==> config.mk <==
export PLATFORM = sky130hd
export DESIGN_NAME = ecfg_top
export DESIGN_NICKNAME = d
export VERILOG_FILES = /design/src/ecfg_pkg.sv /design/src/ecfg_edge_if.sv /design/src/ecfg_edge_det.sv /design/src/ecfg_top.sv
export VERILOG_INCLUDE_DIRS = /design/src /design/src/src
export SDC_FILE = /design/constraint.sdc
export NUM_CORES = 1
export LEC_CHECK = 0
export CORE_MARGIN = 2
export CORE_UTILIZATION = 33
export DETAILED_ROUTE_END_ITERATION = 12
export DONT_BUFFER_PORTS = 1
export HOLD_SLACK_MARGIN = 0.1
export PLACE_DENSITY = 0.48
export SLEW_MARGIN = 20
export SYNTH_ARGS = -nofsm -noshare
export SYNTH_HDL_FRONTEND = slang
export SYNTH_SLANG_ARGS = --single-unit
export TNS_END_PERCENT = 5
==> constraint.sdc <==
create_clock -name mclk -period 3.2 [get_ports mclk]
set_input_delay 0.48 -clock mclk [delete_from_list [all_inputs] [get_ports mclk]]
set_output_delay 0.48 -clock mclk [all_outputs]
set_load 0.01 [all_outputs]
==> src/ecfg_consts.svh <==
// What this block does
// - Falling-edge enable set: falling pin edge triggers detector, else not.
// - Rising-edge enable set: rising pin edge triggers detector, else not.
// - Level field: 11 is 4.096 V, 10 is 2.048 V, 01 is 1.024 V, 00 off.
// - Highest level counts as valid only while supply is above it.
// - Source bit one routes internal level to ADC reference, zero supply.
// - Reset: both edge enables set, level field 01, source bit set.
`ifndef ECFG_CONSTS_SVH
`define ECFG_CONSTS_SVH
`define ECFG_ADDR_CFG     4'h0
`define ECFG_ADDR_STAT    4'h1
`define ECFG_ADDR_MASK    4'h2
`define ECFG_ADDR_LEVEL   4'h3
`define ECFG_BIT_FALL     6
`define ECFG_BIT_RISE     5
`define ECFG_BIT_LVL_HI   4
`define ECFG_BIT_LVL_LO   3
`define ECFG_BIT_SRC      2
`define ECFG_CFG_RST      8'h6c
`define ECFG_STAT_DET     0
`define ECFG_STAT_BADLVL  1
`endif

==> src/ecfg_pkg.sv <==
package ecfg_pkg;
  typedef enum logic [1:0] {
    ECFG_LVL_OFF  = 2'h0,
    ECFG_LVL_1V0  = 2'h1,
    ECFG_LVL_2V0  = 2'h2,
    ECFG_LVL_4V1  = 2'h3
  } ecfg_lvl_e;
  typedef struct packed {
    logic [7:0] cfg;
    logic [1:0] stat;
    logic [1:0] mask;
    logic [7:0] rdata;
  } ecfg_regs_s;
  typedef struct packed {
    logic [2:0] sync;
    logic       stable;
  } ecfg_edge_s;
endpackage

==> src/ecfg_edge_if.sv <==
`timescale 1ns/10ps
interface ecfg_edge_if;
  logic pin;
  logic rise_en;
  logic fall_en;
  logic det_pulse;
  modport det (input pin, input rise_en, input fall_en, output det_pulse);
  modport ctl (output pin, output rise_en, output fall_en, input det_pulse);
endinterface

==> src/ecfg_edge_det.sv <==
`timescale 1ns/10ps
module ecfg_edge_det
  import ecfg_pkg::*;
(
  // Clock and reset
  input wire logic mclk,
  input wire logic rst_n,
  // Detector link
  ecfg_edge_if.det e
);
  ecfg_edge_s st_ff;
  ecfg_edge_s nxt_st;
  logic       rise_hit;
  logic       fall_hit;
  logic       agree;

  // Only stages 1 and 2 are compared; stage 0 feeds stage 1 alone
  assign agree    = st_ff.sync[1] == st_ff.sync[2];
  assign rise_hit = agree && st_ff.sync[2] && !st_ff.stable;
  assign fall_hit = agree && !st_ff.sync[2] && st_ff.stable;
  assign e.det_pulse = (rise_hit && e.rise_en) ||
                       (fall_hit && e.fall_en);

  always_comb begin
    nxt_st      = st_ff;
    nxt_st.sync = {st_ff.sync[1:0], e.pin};
    if (agree) begin
      nxt_st.stable = st_ff.sync[2];
    end
  end

  always_ff @(posedge mclk) begin
    if (!rst_n) begin
      st_ff <= '0;
    end else begin
      st_ff <= nxt_st;
    end
  end

  pulse_len_a: assert property (@(posedge mclk) disable iff (!rst_n)
    e.det_pulse |=> !e.det_pulse)
    else $error("detect pulse longer than one cycle");
  no_en_a: assert property (@(posedge mclk) disable iff (!rst_n)
    (!e.rise_en && !e.fall_en) |-> !e.det_pulse)
    else $error("pulse with both enables off");
  fall_gate_a: assert property (@(posedge mclk) disable iff (!rst_n)
    (fall_hit && !e.fall_en) |-> !e.det_pulse)
    else $error("falling edge passed while disabled");
  rise_gate_a: assert property (@(posedge mclk) disable iff (!rst_n)
    (rise_hit && e.rise_en) |-> e.det_pulse)
    else $error("enabled rising edge missed");
endmodule

==> src/ecfg_top.sv <==
`timescale 1ns/10ps
`include "ecfg_consts.svh"
module ecfg_top
  import ecfg_pkg::*;
(
  // Clock and reset
  input  wire logic       mclk,
  input  wire logic       rst_n,
  // Register port
  input  wire logic [3:0] addr,
  input  wire logic [7:0] wdata,
  input  wire logic       wr_stb,
  input  wire logic       rd_stb,
  output logic      [7:0] rdata,
  // Monitored pin and supply comparator
  input  wire logic       int_pin,
  input  wire logic       vdd_above_4v1,
  // Analog controls, detect pulse and interrupt
  output logic      [1:0] internal_ref_level,
  output logic            ref_level_valid,
  output logic            adc_ref_source_sel,
  output logic            edge_detect,
  output logic            irq
);
  import ecfg_pkg::*;

  ecfg_regs_s    r_ff;
  ecfg_regs_s    nxt_r;
  ecfg_edge_if   eif ();
  logic [2:0]    vdd_sync_ff;
  logic          vdd_ok;
  logic          bad_lvl;
  logic [1:0]    ev;
  ecfg_lvl_e     lvl;

  assign eif.pin     = int_pin;
  assign eif.fall_en = r_ff.cfg[`ECFG_BIT_FALL];
  assign eif.rise_en = r_ff.cfg[`ECFG_BIT_RISE];

  ecfg_edge_det u_det (
    .mclk  (mclk),
    .rst_n (rst_n),
    .e     (eif.det)
  );

  // Supply comparator is asynchronous; settle over three stages
  always_ff @(posedge mclk) begin
    if (!rst_n) begin
      vdd_sync_ff <= 3'h0;
    end else begin
      vdd_sync_ff <= {vdd_sync_ff[1:0], vdd_above_4v1};
    end
  end
  assign vdd_ok = vdd_sync_ff[1] & vdd_sync_ff[2];

  assign lvl = ecfg_lvl_e'(r_ff.cfg[`ECFG_BIT_LVL_HI:`ECFG_BIT_LVL_LO]);
  // Top level without supply headroom is flagged, not silently used
  assign bad_lvl = (lvl == ECFG_LVL_4V1) && !vdd_ok;

  always_comb begin
    internal_ref_level = 2'h0;
    ref_level_valid    = 1'b0;
    unique case (lvl)
      ECFG_LVL_OFF: begin
        internal_ref_level = 2'h0;
        ref_level_valid    = 1'b0;
      end
      ECFG_LVL_1V0: begin
        internal_ref_level = 2'h1;
        ref_level_valid    = 1'b1;
      end
      ECFG_LVL_2V0: begin
        internal_ref_level = 2'h2;
        ref_level_valid    = 1'b1;
      end
      ECFG_LVL_4V1: begin
        internal_ref_level = 2'h3;
        ref_level_valid    = vdd_ok;
      end
    endcase
  end

  assign adc_ref_source_sel = r_ff.cfg[`ECFG_BIT_SRC];
  assign edge_detect        = eif.det_pulse;
  assign rdata              = r_ff.rdata;
  assign irq                = |(r_ff.stat & r_ff.mask);

  always_comb begin
    nxt_r = r_ff;
    ev    = {bad_lvl, eif.det_pulse};
    if (wr_stb) begin
      unique case (addr)
        `ECFG_ADDR_CFG: begin
          // Reserved top bit kept zero even if software slips
          nxt_r.cfg = {1'b0, wdata[6:0]};
        end
        `ECFG_ADDR_STAT: begin
          nxt_r.stat = r_ff.stat & ~wdata[1:0];
        end
        `ECFG_ADDR_MASK: begin
          nxt_r.mask = wdata[1:0];
        end
        default: begin
          nxt_r.cfg = r_ff.cfg;
        end
      endcase
    end
    // Set wins over a same-cycle clear
    nxt_r.stat = nxt_r.stat | ev;
    nxt_r.rdata = 8'h00;
    if (rd_stb) begin
      unique case (addr)
        `ECFG_ADDR_CFG:   nxt_r.rdata = r_ff.cfg;
        `ECFG_ADDR_STAT:  nxt_r.rdata = {6'h00, r_ff.stat};
        `ECFG_ADDR_MASK:  nxt_r.rdata = {6'h00, r_ff.mask};
        `ECFG_ADDR_LEVEL: nxt_r.rdata = {5'h00, ref_level_valid,
                                         internal_ref_level};
        default:          nxt_r.rdata = 8'h00;
      endcase
    end
  end

  always_ff @(posedge mclk) begin
    if (!rst_n) begin
      r_ff       <= '0;
      r_ff.cfg   <= `ECFG_CFG_RST;
    end else begin
      r_ff <= nxt_r;
    end
  end

  reset_val_a: assert property (@(posedge mclk)
    !rst_n |=> (r_ff.cfg == 8'h6c))
    else $error("config not at factory value after reset");
  lvl_decode_a: assert property (@(posedge mclk) disable iff (!rst_n)
    (r_ff.cfg[4:3] == 2'h0) |-> !ref_level_valid)
    else $error("reference valid while off");
  hi_lvl_a: assert property (@(posedge mclk) disable iff (!rst_n)
    (r_ff.cfg[4:3] == 2'h3) |-> (ref_level_valid == vdd_ok))
    else $error("top level valid without supply");
  src_follow_a: assert property (@(posedge mclk) disable iff (!rst_n)
    (wr_stb && addr == 4'h0) |=> (adc_ref_source_sel == $past(wdata[2])))
    else $error("source select did not follow write");
  rsv_zero_a: assert property (@(posedge mclk) disable iff (!rst_n)
    !r_ff.cfg[7])
    else $error("reserved bit set");
  det_sticky_a: assert property (@(posedge mclk) disable iff (!rst_n)
    edge_detect |=> r_ff.stat[0])
    else $error("detect event lost");
endmodule

-- Word level (Yosys, flattened, before mapping)
Cells that the tools add are included.
- bitwise operators: 5
- mux-type cells: 6
- eq/ne operators: 7
- reductions and logical operators: 18
- operators by type and width (cell ; count):
    one-hot mux 7 bit (4 select lines) ; 1
    equality test 4 x 2 -> 1 bit, second input constant ; 2
    one-hot mux 2 bit (4 select lines) ; 1
    logical AND 1 bit ; 7
    AND reduction 2 bit ; 3
    bitwise AND 2 bit ; 2
    equality test 2 bit, second input constant ; 2
    equality test 4 x 1 -> 1 bit, second input constant ; 1
    zero test 4 bit ; 1
    2-to-1 mux 2 bit ; 2
    2-to-1 mux 4 bit ; 1
    OR reduction 2 bit ; 2
    zero test 1 bit ; 3
    one-hot mux 1 bit (3 select lines) ; 1
    equality test 2 x 1 -> 1 bit, second input constant ; 1
    zero test 2 bit ; 1
    inverter 2 bit ; 1
    bitwise OR 2 bit ; 1
    bitwise AND 1 bit ; 1
    equality test 1 bit ; 1
    logical OR 1 bit ; 1
- output and inout port bits: 14
- input port bits: 18
- bits in registers: 26
- logic and storage cells: 43

-- Logic depth before layout (Yosys ltp)
Gate-level depths: netlist of run 1.
- depth in word-level cells: 6
- gate-level depth with buffers: 5
- mapped depth without buffers: 5

-- Hierarchy
From an unflattened synthesis of run 1, not the netlist that was laid out.
- cells, all modules: 132
- area total of the unflattened synthesis: 1188.6 um^2
- modules (own cells, without submodules) (module ; instances ; area an instance (um^2) ; cells each ; seq. area each (um^2)):
    ecfg_top ; 1 ; 1027.2 ; 116 ; 420.4
    ecfg_edge_det ; 1 ; 161.4 ; 16 ; 80.1

-- Least setup slack after synthesis of run 1
No wires, ideal clock.
- path kind: register to output
- from: register r_ff (netlist bit lvl[0])
- to: output ref_level_valid
- path buffers: 0
- path slack: 1.734 ns
- arrival time: 0.986 ns
- stages on the path, launching flop included: 5
- required time: 2.720 ns
- cells stage by stage: dfxtp_1 -> inv_1 -> ha_1 -> a31oi_1 -> nor2_1
- cells in the longest elaborated chain, start to end: 3
- elaborated cells on any way between the ends: 6
- classes of those cells: eq/ne: 3; mux: 1; reduce/logical: 2
- RTL lines (what ; RTL line ; text):
    start: declaration ; ecfg_top.sv:27 ; ecfg_regs_s r_ff;
    start signal: assignment ; ecfg_top.sv:128 ; r_ff <= nxt_r;
    equality test 2 bit or equality test 2 x 1 -> 1 bit (tied branches) ; ecfg_top.sv:63 ; unique case (lvl)
    OR reduction 2 bit (no source line) ; -- ;
    one-hot mux 1 bit (3 select lines) (*) ; ecfg_top.sv:63 ;
    end: declaration ; ecfg_top.sv:20 ; output logic ref_level_valid,
Every way passes the cells marked *; elsewhere a longest branch is shown, timed or not.

-- Worst setup path after layout of run 1
Same ends and word-level chain as after synthesis.

==> summary.md, run 1 <==
| Metric | Value |
|---|---|
| Seq. cell area | approximately 500 µm² |
| Multi-input gate area | 594 µm² |
| Initial core utilization | between 30% and 40% |
| Tmin final | 1.95 ns |
| # H-tree levels | 1 |
| Slew @ Worst Pin | between 0.5 and 0.6 ns |
| Post-Route Skew | approximately 0.004 ns |
| Root buffer cell | clkbuf_4 |
| Total track usage | between 10% and 20% |
| Synth Area in Adders | around 8.3% |
| Row count | 21 |
| Maximum capacitance violations | 0 |
| Fin. max-slew vios | 0 |
| Post-Syn Area | between 1000 and 1500 µm² |
| Vias | about 830 |
| Met2 Usage GRT | just under 20% |
| DIE WIDTH | about 64 µm |
| Chip height | between 60 and 70 µm |
| TritonRoute pass-1 iters | 4 |
| First-pass GRT wire length | around 3800 µm |
| Syn_area_per_cell | a little over 9 µm² |
| Diode count | 0 |
| Worst EP arrival | between 1 and 1.5 ns |
| CTS Buf Count | 3 |
| Routed wire length | ~2400 µm |
| Post-DP HPWL | 1750 µm |
| Clk buf depth | 2 |
| Grt peak-use layer | met2 |
| Sequential area share after synthesis | a little over two fifths |
| #FFs+latches synth | 25 |
| Post-synthesis simple-gate area fraction | 24.6% |
| Final setup vio count | 0 |
| Period Utilization, post-route | 60.9% |
| Met3 Use GR | around 5.5% |
| CTS resizes | 0 |
| VDD IR-drop max | between 200 and 250 µV |
| Startpoint types | register |
| RSZ-0062 raised after global routing | no |
| Class of the worst hold path | in -> reg |
| Clk pin slew, worst setup/hold paths | 0.14 ns |
| Iteration-0 DRC Markers | 42 |
| Boundary Pins | 32 |
| Initial antenna violation count | 0 |
| FF-to-FF path depth | 5 |
| Fill count | ~380 |
| PwrDens | around 400 nW/µm² |
| DRC | 0 |
| Synthesized Nets | around 160 |
| Via-to-Cell Ratio | roughly 5 |
| Hold slack | 0.225 ns |
| Synth cell types | 34 |
| # hold bufs at CTS | 0 |
| Setup Fix Bufs, Post-CTS | 0 |
| Critical path capture point type | output pin |
| Ys Warns | 0 |
| Die ar. | roughly 4100 µm² |
| Data required, critical path | 2.72 ns |
| I/O Buffers | 0 |
| Post-Synthesis Cells | 130 |
| Routed wire per std cell | between 10 and 15 µm |
| Final Hold Viols | 0 |
| Post-synthesis xor/xnor area fraction | 0% |
| Largest net degree at the start of global routing | 20 |
| Worst-path maximum fanout | 5 |
| Vias in the first global route | 830 |
| P_leak | approximately 0.44 nW |
| CTS sink count | 25 |
| Antenna Nets Post-Route | 0 |
| Fraction of layout cells with a size suffix above 1 | a little over 9% |
| Clock Latency Late Sink | ~0.31 ns |
| Global route total overflow | 0 |
| Core area | ~3400 µm² |
| Setup TNS | 0 ns |
| Synth Area in Compound Gates | a little over an eighth |
| Hold path depth | 1 |
| Maximum clock frequency | around 500 MHz |
| Nets | roughly 150 |
| Slew headroom | between 60% and 70% |
| Met1 Use GR | between 10% and 20% |
| Outcome | finished clean |
| Largest family of logic cells by synthesized area | simple AND/OR/NAND/NOR gates |
| Crit Path Class | reg -> out |
| RD Place Congestion | 0.714 |
| Area growth syn-to-layout | -0.624% |
| Mux share of post-synthesis cell area | between 2 and 3% |
| CTS tree | done |
where the power goes:
part	internal (mW)	switching [mW]
clock	0.0468	0.0943
sequential	0.318	0.00400
combinational	0.0137	0.0155
total	0.378	0.114
kinds of logic (layout without fill, tap and decap cells):
| family | count (synthesis) | in the layout |
|---|---|---|
| buf+inv | 18 | 8 |
| mux | 3 | 3 |
| flops | 25 | 25 |
| compound gates | 25 | 25 |
| simple gates | 50 | 50 |
| fa+ha+maj | 8 | 8 |
| other cells | 1 | 1 |
registers in the layout, indices dropped and copies added, names as in the netlist:
name	cells
rdata	7
r_ff	6
vdd_sync_ff	3
lvl	2
u_det.nxt_st	2
u_det.st_ff	2
adc_ref_source_sel	1
eif.fall_en	1
eif.rise_en	1
layout by cell type, fill, tap and decap left out, types with 2 or more instances in the layout:
cell and count:
inv_1 4, a31oi_1 3, and3_1 2, nor3_1 3, nand4_1 2, nand3_1 12, nand2_1 9, nand3b_1 2
clkbuf_4 3, or2_2 2, ha_1 8, a21boi_0 2, mux2_2 2, o21ai_0 8, dfxtp_1 25, nor2_1 4
o21a_1 4, and2_1 8, a21boi_1 4
Yosys cell counts:
cell        n  area share, %
nor2_1      4            1.2
dfxtp_1    25             42
nor3b_2     1            1.0
nor4b_4     1            2.0
conb_1      1           0.31
o21ba_2     1           0.83
mux2i_1     1           0.83
or2_2       2            1.0
a31oi_1     3            1.6
buf_2       2           0.83
nand3b_1    2            1.2
a21boi_0    2            1.2
clkbuf_1    3           0.94
nor3_1      3            1.2
ha_1        8            8.3
and3_1      2            1.0
nand4bb_1   1           0.94
a21oi_1     1           0.42
a22o_1      1           0.73
or3b_1      1           0.73
buf_4       8            5.0
nand3_1    12            5.0
and2_1      8            4.2
nand2_1     9            2.8
or3_1       1           0.52
inv_1       4            1.2
nand4_1     2            1.0
buf_6       1           0.94
nor2b_1     1           0.52
o21ai_1     1           0.42
a21boi_1    4            2.5
o21ai_0     8            3.3
mux2_2      2            1.9
o21a_1      4            2.5
per-stage QoR:
stage	cell area, µm²	utilization, %	instances	power (mW)	worst slack (ns)
4_1_cts	1190	35.0	166	0.503	1.22
3_3_place_gp	1170	34.2	162	0.358	1.62
6_report	1190	35.0	166	0.492	1.25
2_1_floorplan	1200	-	130	0.361	1.73
5_1_grt	1190	35.0	166	0.519	1.13
3_5_place_dp	1170	34.2	162	0.358	1.60
worst paths after layout:
path	startpoint	to	slack (ns)
max	lvl[0]	ref_level_valid	1.25
min	rst_n	lvl[0]	0.23
max reg2reg	lvl[0]	rdata[2]	1.76
min reg2reg	vdd_sync_ff[0]	vdd_sync_ff[1]	0.45
layer usage:
layer / vias to the layer above / wire length (µm) / share of wire, %
met2: 25 / 1060 / 45
met4: 0 / 22 / 0.93
li1: 418 / - / -
met1: 382 / 1100 / 47
met3: 2 / 176 / 7.5
met5: - / 0 / 0
worst max-delay path, stage by stage (launching register included):
cell,delay (ns)
dfxtp_1,0.43
inv_1,0.12
ha_1,0.30
a31oi_1,0.19
nor2_1,0.11
area by class of cell:
| cell class | count | share of cell area [%] |
|---|---|---|
| Multi-Input combinational cell | 87 | 49.7 |
| Clock inverter | 1 | 0.419 |
| Inverter | 4 | 1.26 |
| Tap cell | 46 | 4.82 |
| Clock buffer | 3 | 1.88 |
| Sequential cell | 25 | 41.9 |
No activity file was read; power rests on OpenSTA's default activity.
==> run 2: changes to the inputs <==
- ABC_AREA: unset -> 1
- clock period: 3.2 -> 1.89 ns (I/O delays scaled with it)
==> run 2 against run 1 <==
Compared with the run above:
- area after synthesis increased by 0.83%
- critical path depth unchanged
- sequential share of layout area decreased by 2.5 points
- clock skew about the same
- combinational power increased by 120%
- setup slack got worse by 1.1 ns
- wire length decreased by 2.5%
- synthesized cell count increased by 25%
- non-clock buffer count increased by 2
- utilization increased by 0.24 points
- critical endpoint unchanged
- largest cell class unchanged
- highest routed layer unchanged
==> summary.md, run 2 <==
| Metric | Value |
|---|---|
| Clk pin slew, worst setup/hold paths | 0.09 ns (was 0.14 ns) |
| Fraction of layout cells with a size suffix above 1 | 6.92% (was 9.17%) |
| Post-Route Skew | 0.00407 ns (was 0.00402 ns) |
| RD Place Congestion | 0.749 (was 0.714) |
| Global route total overflow | 0 (unchanged) |
| Initial antenna violation count | 0 (unchanged) |
| Most frequent cells in the layout | 44 x nand2_1, 25 x dfxtp_1, 22 x inv_1 (was 25 x dfxtp_1, 12 x nand3_1, 9 x nand2_1) |
| Min-delay src | vdd_above_4v1 (was rst_n) |
| Die ar. | 4180 µm² (was 4140 µm²) |
| PwrDens | 737 nW/µm² (was 412 nW/µm²) |
| Post-Synthesis Cells | 163 (was 130) |
| Routed wire length | 2300 µm (was 2360 µm) |
| Clk buf depth | 2 (unchanged) |
| Row count | 22 (was 21) |
| TritonRoute pass-1 iters | 4 (unchanged) |
| Worst EP arrival | 1.43 ns (was 1.47 ns) |
| Iteration-0 DRC Markers | 30 (was 42) |
| Final setup vio count | 0 (unchanged) |
| Max reg flops | 7 (unchanged) |
| First-pass GRT wire length | 4020 µm (was 3840 µm) |
| Data required, critical path | 1.61 ns (was 2.72 ns) |
| Synth Flop Type | dfxtp_1 (unchanged) |
| Critical path capture point type | output pin (unchanged) |
| DIE WIDTH | 64.6 µm (was 64.4 µm) |
| Vias | 935 (was 827) |
| DP Area | 1200 µm² (was 1170 µm²) |
| Synthesized Nets | 189 (was 156) |
| P_leak | 0.640 nW (was 0.441 nW) |
| Core area | 3610 µm² (was 3420 µm²) |
| Ranking of synthesized cells by area | dfxtp_1 41%, nand2_1 14%, ha_1 8.3%, inv_1 6.8%, buf_4 5.6% (was dfxtp_1 42%, ha_1 8.3%, nand3_1 5.0%, buf_4 5.0%, and2_1 4.2%) |
| Via-to-Cell Ratio | 4.52 (was 4.98) |
| Post-DP HPWL | 1770 µm (was 1750 µm) |
| Largest net degree at the start of global routing | 16 (was 20) |
| Tot Pwr | 0.936 mW (was 0.492 mW) |
| Synth cell types | 21 (was 34) |
| Synth cell count leaders | 44 x nand2_1, 25 x dfxtp_1, 22 x inv_1 (was 25 x dfxtp_1, 12 x nand3_1, 9 x nand2_1) |
| Dominant cell type by area after synthesis | dfxtp_1 (unchanged) |
| Total track usage | 12.5% (was 12.2%) |
| Period Utilization, post-route | between 90% and 100% |
| Outcome | finished clean (unchanged) |
| Synth top area share | 41.3% (was 41.6%) |
| Setup Fix Bufs, Post-CTS | 0 (unchanged) |
| FF-to-FF path depth | 7 (was 5) |
| Count leader, synth | nand2_1 (was dfxtp_1) |
| Dpl cells | 201 (was 162) |
| Async SR Flop Fraction | 0% (unchanged) |
| CTS tree | done (unchanged) |
| Fin. max-slew vios | 0 (unchanged) |
| Boundary Pins | 32 (unchanged) |
| Final WS setup | 0.178 ns (was 1.25 ns) |
| Hold slack | 0.111 ns (was 0.225 ns) |
| Maximum clock frequency | 584 MHz |
| # hold bufs at CTS | 2 (was 0) |
| Commonest non-fill, non-tap cell in the layout | nand2_1 (was dfxtp_1) |
| Vias in the first global route | 920 (was 830) |
| Post-layout util | 35.2% (was 35.0%) |
| CTS resizes | 0 (unchanged) |
| Class of the worst hold path | in -> reg (unchanged) |
| Nets | 186 (was 147) |
| Worst-path maximum fanout | 5 (unchanged) |
| CTS sink count | 25 (unchanged) |
| Chip height | 64.6 µm (was 64.4 µm) |
| Pre-CTS setup slack | 0.467 ns (was 1.60 ns) |
| Area growth syn-to-layout | 4.75% (was -0.624%) |
| Root buffer cell | clkbuf_8 (was clkbuf_4) |
| Routed wire per std cell | 11.1 µm (was 14.2 µm) |
| CTS Buf Count | 3 (unchanged) |
| Setup TNS | 0 ns (unchanged) |
| EDFF count, synth | 0 (unchanged) |
| Final instance area | 1270 µm² (was 1190 µm²) |
| Startpoint types | register (unchanged) |
| Crit Path Class | reg -> out (unchanged) |
| Tmin final | ~1.7 ns |
| Maximum capacitance violations | 0 (unchanged) |
| Setup slack, reg-to-reg | 0.47 ns (was 1.76 ns) |
| Worst r2r src | lvl[0] (unchanged) |
| Sequential area share after synthesis | 41.3% (was 41.6%) |
| I/O Buffers | 0 (unchanged) |
| Clock Latency Late Sink | 0.27 ns (was 0.31 ns) |
| RSZ-0062 raised after global routing | no (unchanged) |
| Non-filler cells in the finished layout | 207 (was 166) |
| Antenna Nets Post-Route | 0 (unchanged) |
| Syn_area_per_cell | 7.44 µm² (was 9.25 µm²) |
| #FFs+latches synth | 25 (unchanged) |
| # H-tree levels | 1 (unchanged) |
| Hold path depth | 2 (was 1) |
| Post-Syn Area | 1210 µm² (was 1200 µm²) |
| RR Endpoint | rdata[1] (was rdata[2]) |
| Initial core utilization | 33.6% (was 35.2%) |
| Ys Warns | 0 (unchanged) |
| DRC | 0 (unchanged) |
| Hold Path End | vdd_sync_ff[0] (was lvl[0]) |
| VDD IR-drop max | 330 µV (was 223 µV) |
| Diode count | 0 (unchanged) |
| Final Hold Viols | 0 (unchanged) |
run 2: kinds of logic (layout without fill, tap and decap cells):
kind of cell / Yosys count / in the layout / share of synthesized area (%)
AND/OR/NAND/NOR: 86 / 86 / 32.3
AO/OA/AOI/OAI: 10 / 10 / 4.64
adder cells (fa/ha/maj): 8 / 8 / 8.26
flip-flops: 25 / 25 / 41.3
buffers and inverters: 33 / 29 / 13.2
other: 1 / 1 / 0.309
run 2: report_power, final:
part	internal [mW]	leakage (nW)	switching [mW]
registers	0.538	0.203	0.00830
logic	0.0218	0.415	0.0424
clock network	0.149	0.0217	0.176
run 2: worst max-delay path, stage by stage (launching register included):
cell and delay [ns]:
dfxtp_1 0.43, inv_1 0.13, ha_1 0.29, inv_1 0.05
a21oi_1 0.26
run 2: routing by layer:
metal  routed length, µm  global-route usage, %  vias up
li1                    -                      -      481
met2                1180                   22.7       21
met1                 974                   13.0      431
met4                  23                   6.12        0
met5                   0                      0        -
met3                 125                   3.99        2
run 2: worst max-delay path by stage:
stage	start	end	slack, ns	cells after the start
6_report	lvl[1]	ref_level_valid	0.18	4
3_3_place_gp	lvl[0]	rdata[1]	0.49	7
5_1_grt	lvl[1]	ref_level_valid	0.06	4
2_1_floorplan	lvl[0]	rdata[1]	0.57	7
4_1_cts	lvl[0]	ref_level_valid	0.17	4
3_5_place_dp	lvl[0]	rdata[1]	0.47	7
run 2: cell type report:
cell class              count  area, µm²
well taps                  48       60.1
multi-input cells         105        552
clock buffers               3       41.3
flip-flops and latches     25        500
inverters                  23       88.8
clock inverters             1       7.51
fillers                   410       2340
repair buffers              2       20.0
==> run 3: changes to the inputs <==
- SETUP_SLACK_MARGIN: unset -> 0.1
- clock period: 1.89 -> 2.1 ns (I/O delays scaled with it)
==> run 3 against run 2 <==
Compared with the run above:
- global-route usage is 0.66 points lower
- sequential share of layout area increased by 0.31 points
- non-clock buffer count shrank 1
- largest power group unchanged
- critical endpoint unchanged
==> summary.md, run 3 (same netlist as run 2, synthesis figures left out) <==
| Metric | Value |
|---|---|
| CTS resizes | 0 (unchanged) |
| Met2 Usage GRT | 21.9% (was 22.7%) |
| Routed wire per std cell | 10.7 µm (was 11.1 µm) |
| Initial core utilization | 33.6% (unchanged) |
| Class of the worst hold path | in -> reg (unchanged) |
| Core area | 3610 µm² (unchanged) |
| Post-Route Skew | 0.00789 ns (was 0.00407 ns) |
| Non-filler cells in the finished layout | 206 (was 207) |
| Max reg flops | 7 (unchanged) |
| Outcome | finished clean (unchanged) |
| # H-tree levels | 1 (unchanged) |
| DRC | 0 (unchanged) |
| Dpl cells | 201 (unchanged) |
| Grt peak-use layer | met2 (unchanged) |
| Clk pin slew, worst setup/hold paths | 0.09 ns (about the same) |
| Tmin final | roughly 1.7 ns |
| Row count | 22 (unchanged) |
| CTS Buf Count | 3 (unchanged) |
| Maximum clock frequency | 575 MHz |
| Via-to-Cell Ratio | 4.53 (was 4.52) |
| Vias | 933 (was 935) |
| Nets | 185 (was 186) |
| Post-DP HPWL | 1790 µm (was 1770 µm) |
| TritonRoute pass-1 iters | 4 (unchanged) |
| Final setup vio count | 0 (unchanged) |
| Antenna Nets Post-Route | 0 (unchanged) |
| Area growth syn-to-layout | 3.92% (was 4.75%) |
| RSZ-0062 raised after global routing | no (unchanged) |
| Final Hold Viols | 0 (unchanged) |
| Data required, critical path | 1.78 ns (was 1.61 ns) |
| Boundary Pins | 32 (unchanged) |
| Global route total overflow | 0 (unchanged) |
| Routed wire length | 2210 µm (was 2300 µm) |
| Total track usage | 11.9% (was 12.5%) |
| Commonest non-fill, non-tap cell in the layout | nand2_1 (unchanged) |
| Most frequent cells in the layout | 44 x nand2_1, 25 x dfxtp_1, 22 x inv_1 (unchanged) |
| Post-layout util | 34.9% (was 35.2%) |
| CTS sink count | 25 (unchanged) |
| Setup TNS | 0 ns (unchanged) |
| Clock Latency Late Sink | 0.27 ns (about the same) |
| Initial antenna violation count | 0 (unchanged) |
| Clk buf depth | 2 (unchanged) |
| I/O Buffers | 0 (unchanged) |
| Maximum capacitance violations | 0 (unchanged) |
| PwrDens | 661 nW/µm² (was 737 nW/µm²) |
| Final WS setup | 0.362 ns (was 0.178 ns) |
| Die ar. | 4180 µm² (unchanged) |
| Iteration-0 DRC Markers | 38 (was 30) |
| Diode count | 0 (unchanged) |
| Largest net degree at the start of global routing | 16 (unchanged) |
| Vias in the first global route | 909 (was 920) |
| RD Place Congestion | 0.749 (about the same) |
| Fraction of layout cells with a size suffix above 1 | 6.96% (was 6.92%) |
| CTS tree | done (unchanged) |
| DIE WIDTH | 64.6 µm (unchanged) |
| Crit Path Class | reg -> out (unchanged) |
| Root buffer cell | clkbuf_8 (unchanged) |
| VDD IR-drop max | 220 µV (was 330 µV) |
| Startpoint types | register (unchanged) |
| Worst EP arrival | 1.42 ns (was 1.43 ns) |
| Met3 Use GR | 3.65% (was 3.99%) |
| Period Utilization, post-route | between 80% and 90% |
| Fin. max-slew vios | 0 (unchanged) |
| P_leak | 0.636 nW (was 0.640 nW) |
| First-pass GRT wire length | 3930 µm (was 4020 µm) |
| Critical path capture point type | output pin (unchanged) |
| Pre-CTS setup slack | 0.664 ns (was 0.467 ns) |
| Chip height | 64.6 µm (unchanged) |
| Worst-path maximum fanout | 5 (unchanged) |
| Met1 Use GR | 13.1% (was 13.0%) |
## run 3: changes by cell type in the layout (fill, tap and decap cells not counted), sizes merged
cell	before	now
dlygate4sd3	2	1
## run 3: critical path, stage by stage, from the launching register on
cell,delay (ns)
dfxtp_1,0.42
inv_1,0.12
ha_1,0.30
inv_1,0.05
a21oi_1,0.26
## run 3: final timing paths
path,cells after the start,to,slack (ns),from
worst max-delay path,4,ref_level_valid,0.36,lvl[0]
worst min-delay path,1,eif.rise_en,0.12,rst_n
worst max register to register,7,rdata[1],0.65,lvl[0]
worst min register to register,2,vdd_sync_ff[1],0.42,vdd_sync_ff[0]
## run 3: power by group
part	total, mW	switching [mW]	internal, mW
Combinational	0.0531	0.0346	0.0185
Clock	0.288	0.154	0.134
Sequential	0.492	0.00751	0.484
## run 3: metrics by stage
stage	power, mW	hold WS, ns	area, µm²
after floorplan	0.551	0.390	1210
after global placement	0.554	0.395	1200
after detailed placement	0.556	0.399	1200
after CTS	0.846	0.115	1250
after global routing	0.881	0.106	1260
final	0.833	0.122	1260
## run 3: final cells by class
| class | instances | area [µm²] |
|---|---|---|
| multi-input combinational | 105 | 552 |
| clock inverter | 1 | 7.51 |
| tap | 48 | 60.1 |
| timing repair buffer | 1 | 10.0 |
| clock buffer | 3 | 41.3 |
| sequential | 25 | 500 |
| fill | 407 | 2350 |
| inverter | 23 | 88.8 |
## run 3: per-layer routing
layer / vias up / part of all wire [%] / wire length (µm)
met5: - / 0 / 0
met4: 0 / 1.1 / 25
met3: 4 / 6.1 / 134
met2: 24 / 50 / 1110
met1: 422 / 42 / 935
li1: 483 / - / -
## run 3: what timing repair did
action	in CTS	in global routing
hold buffers	0	1
hold endpoints to repair	0	1
setup endpoints to repair	0	0
buffers inserted	0	0
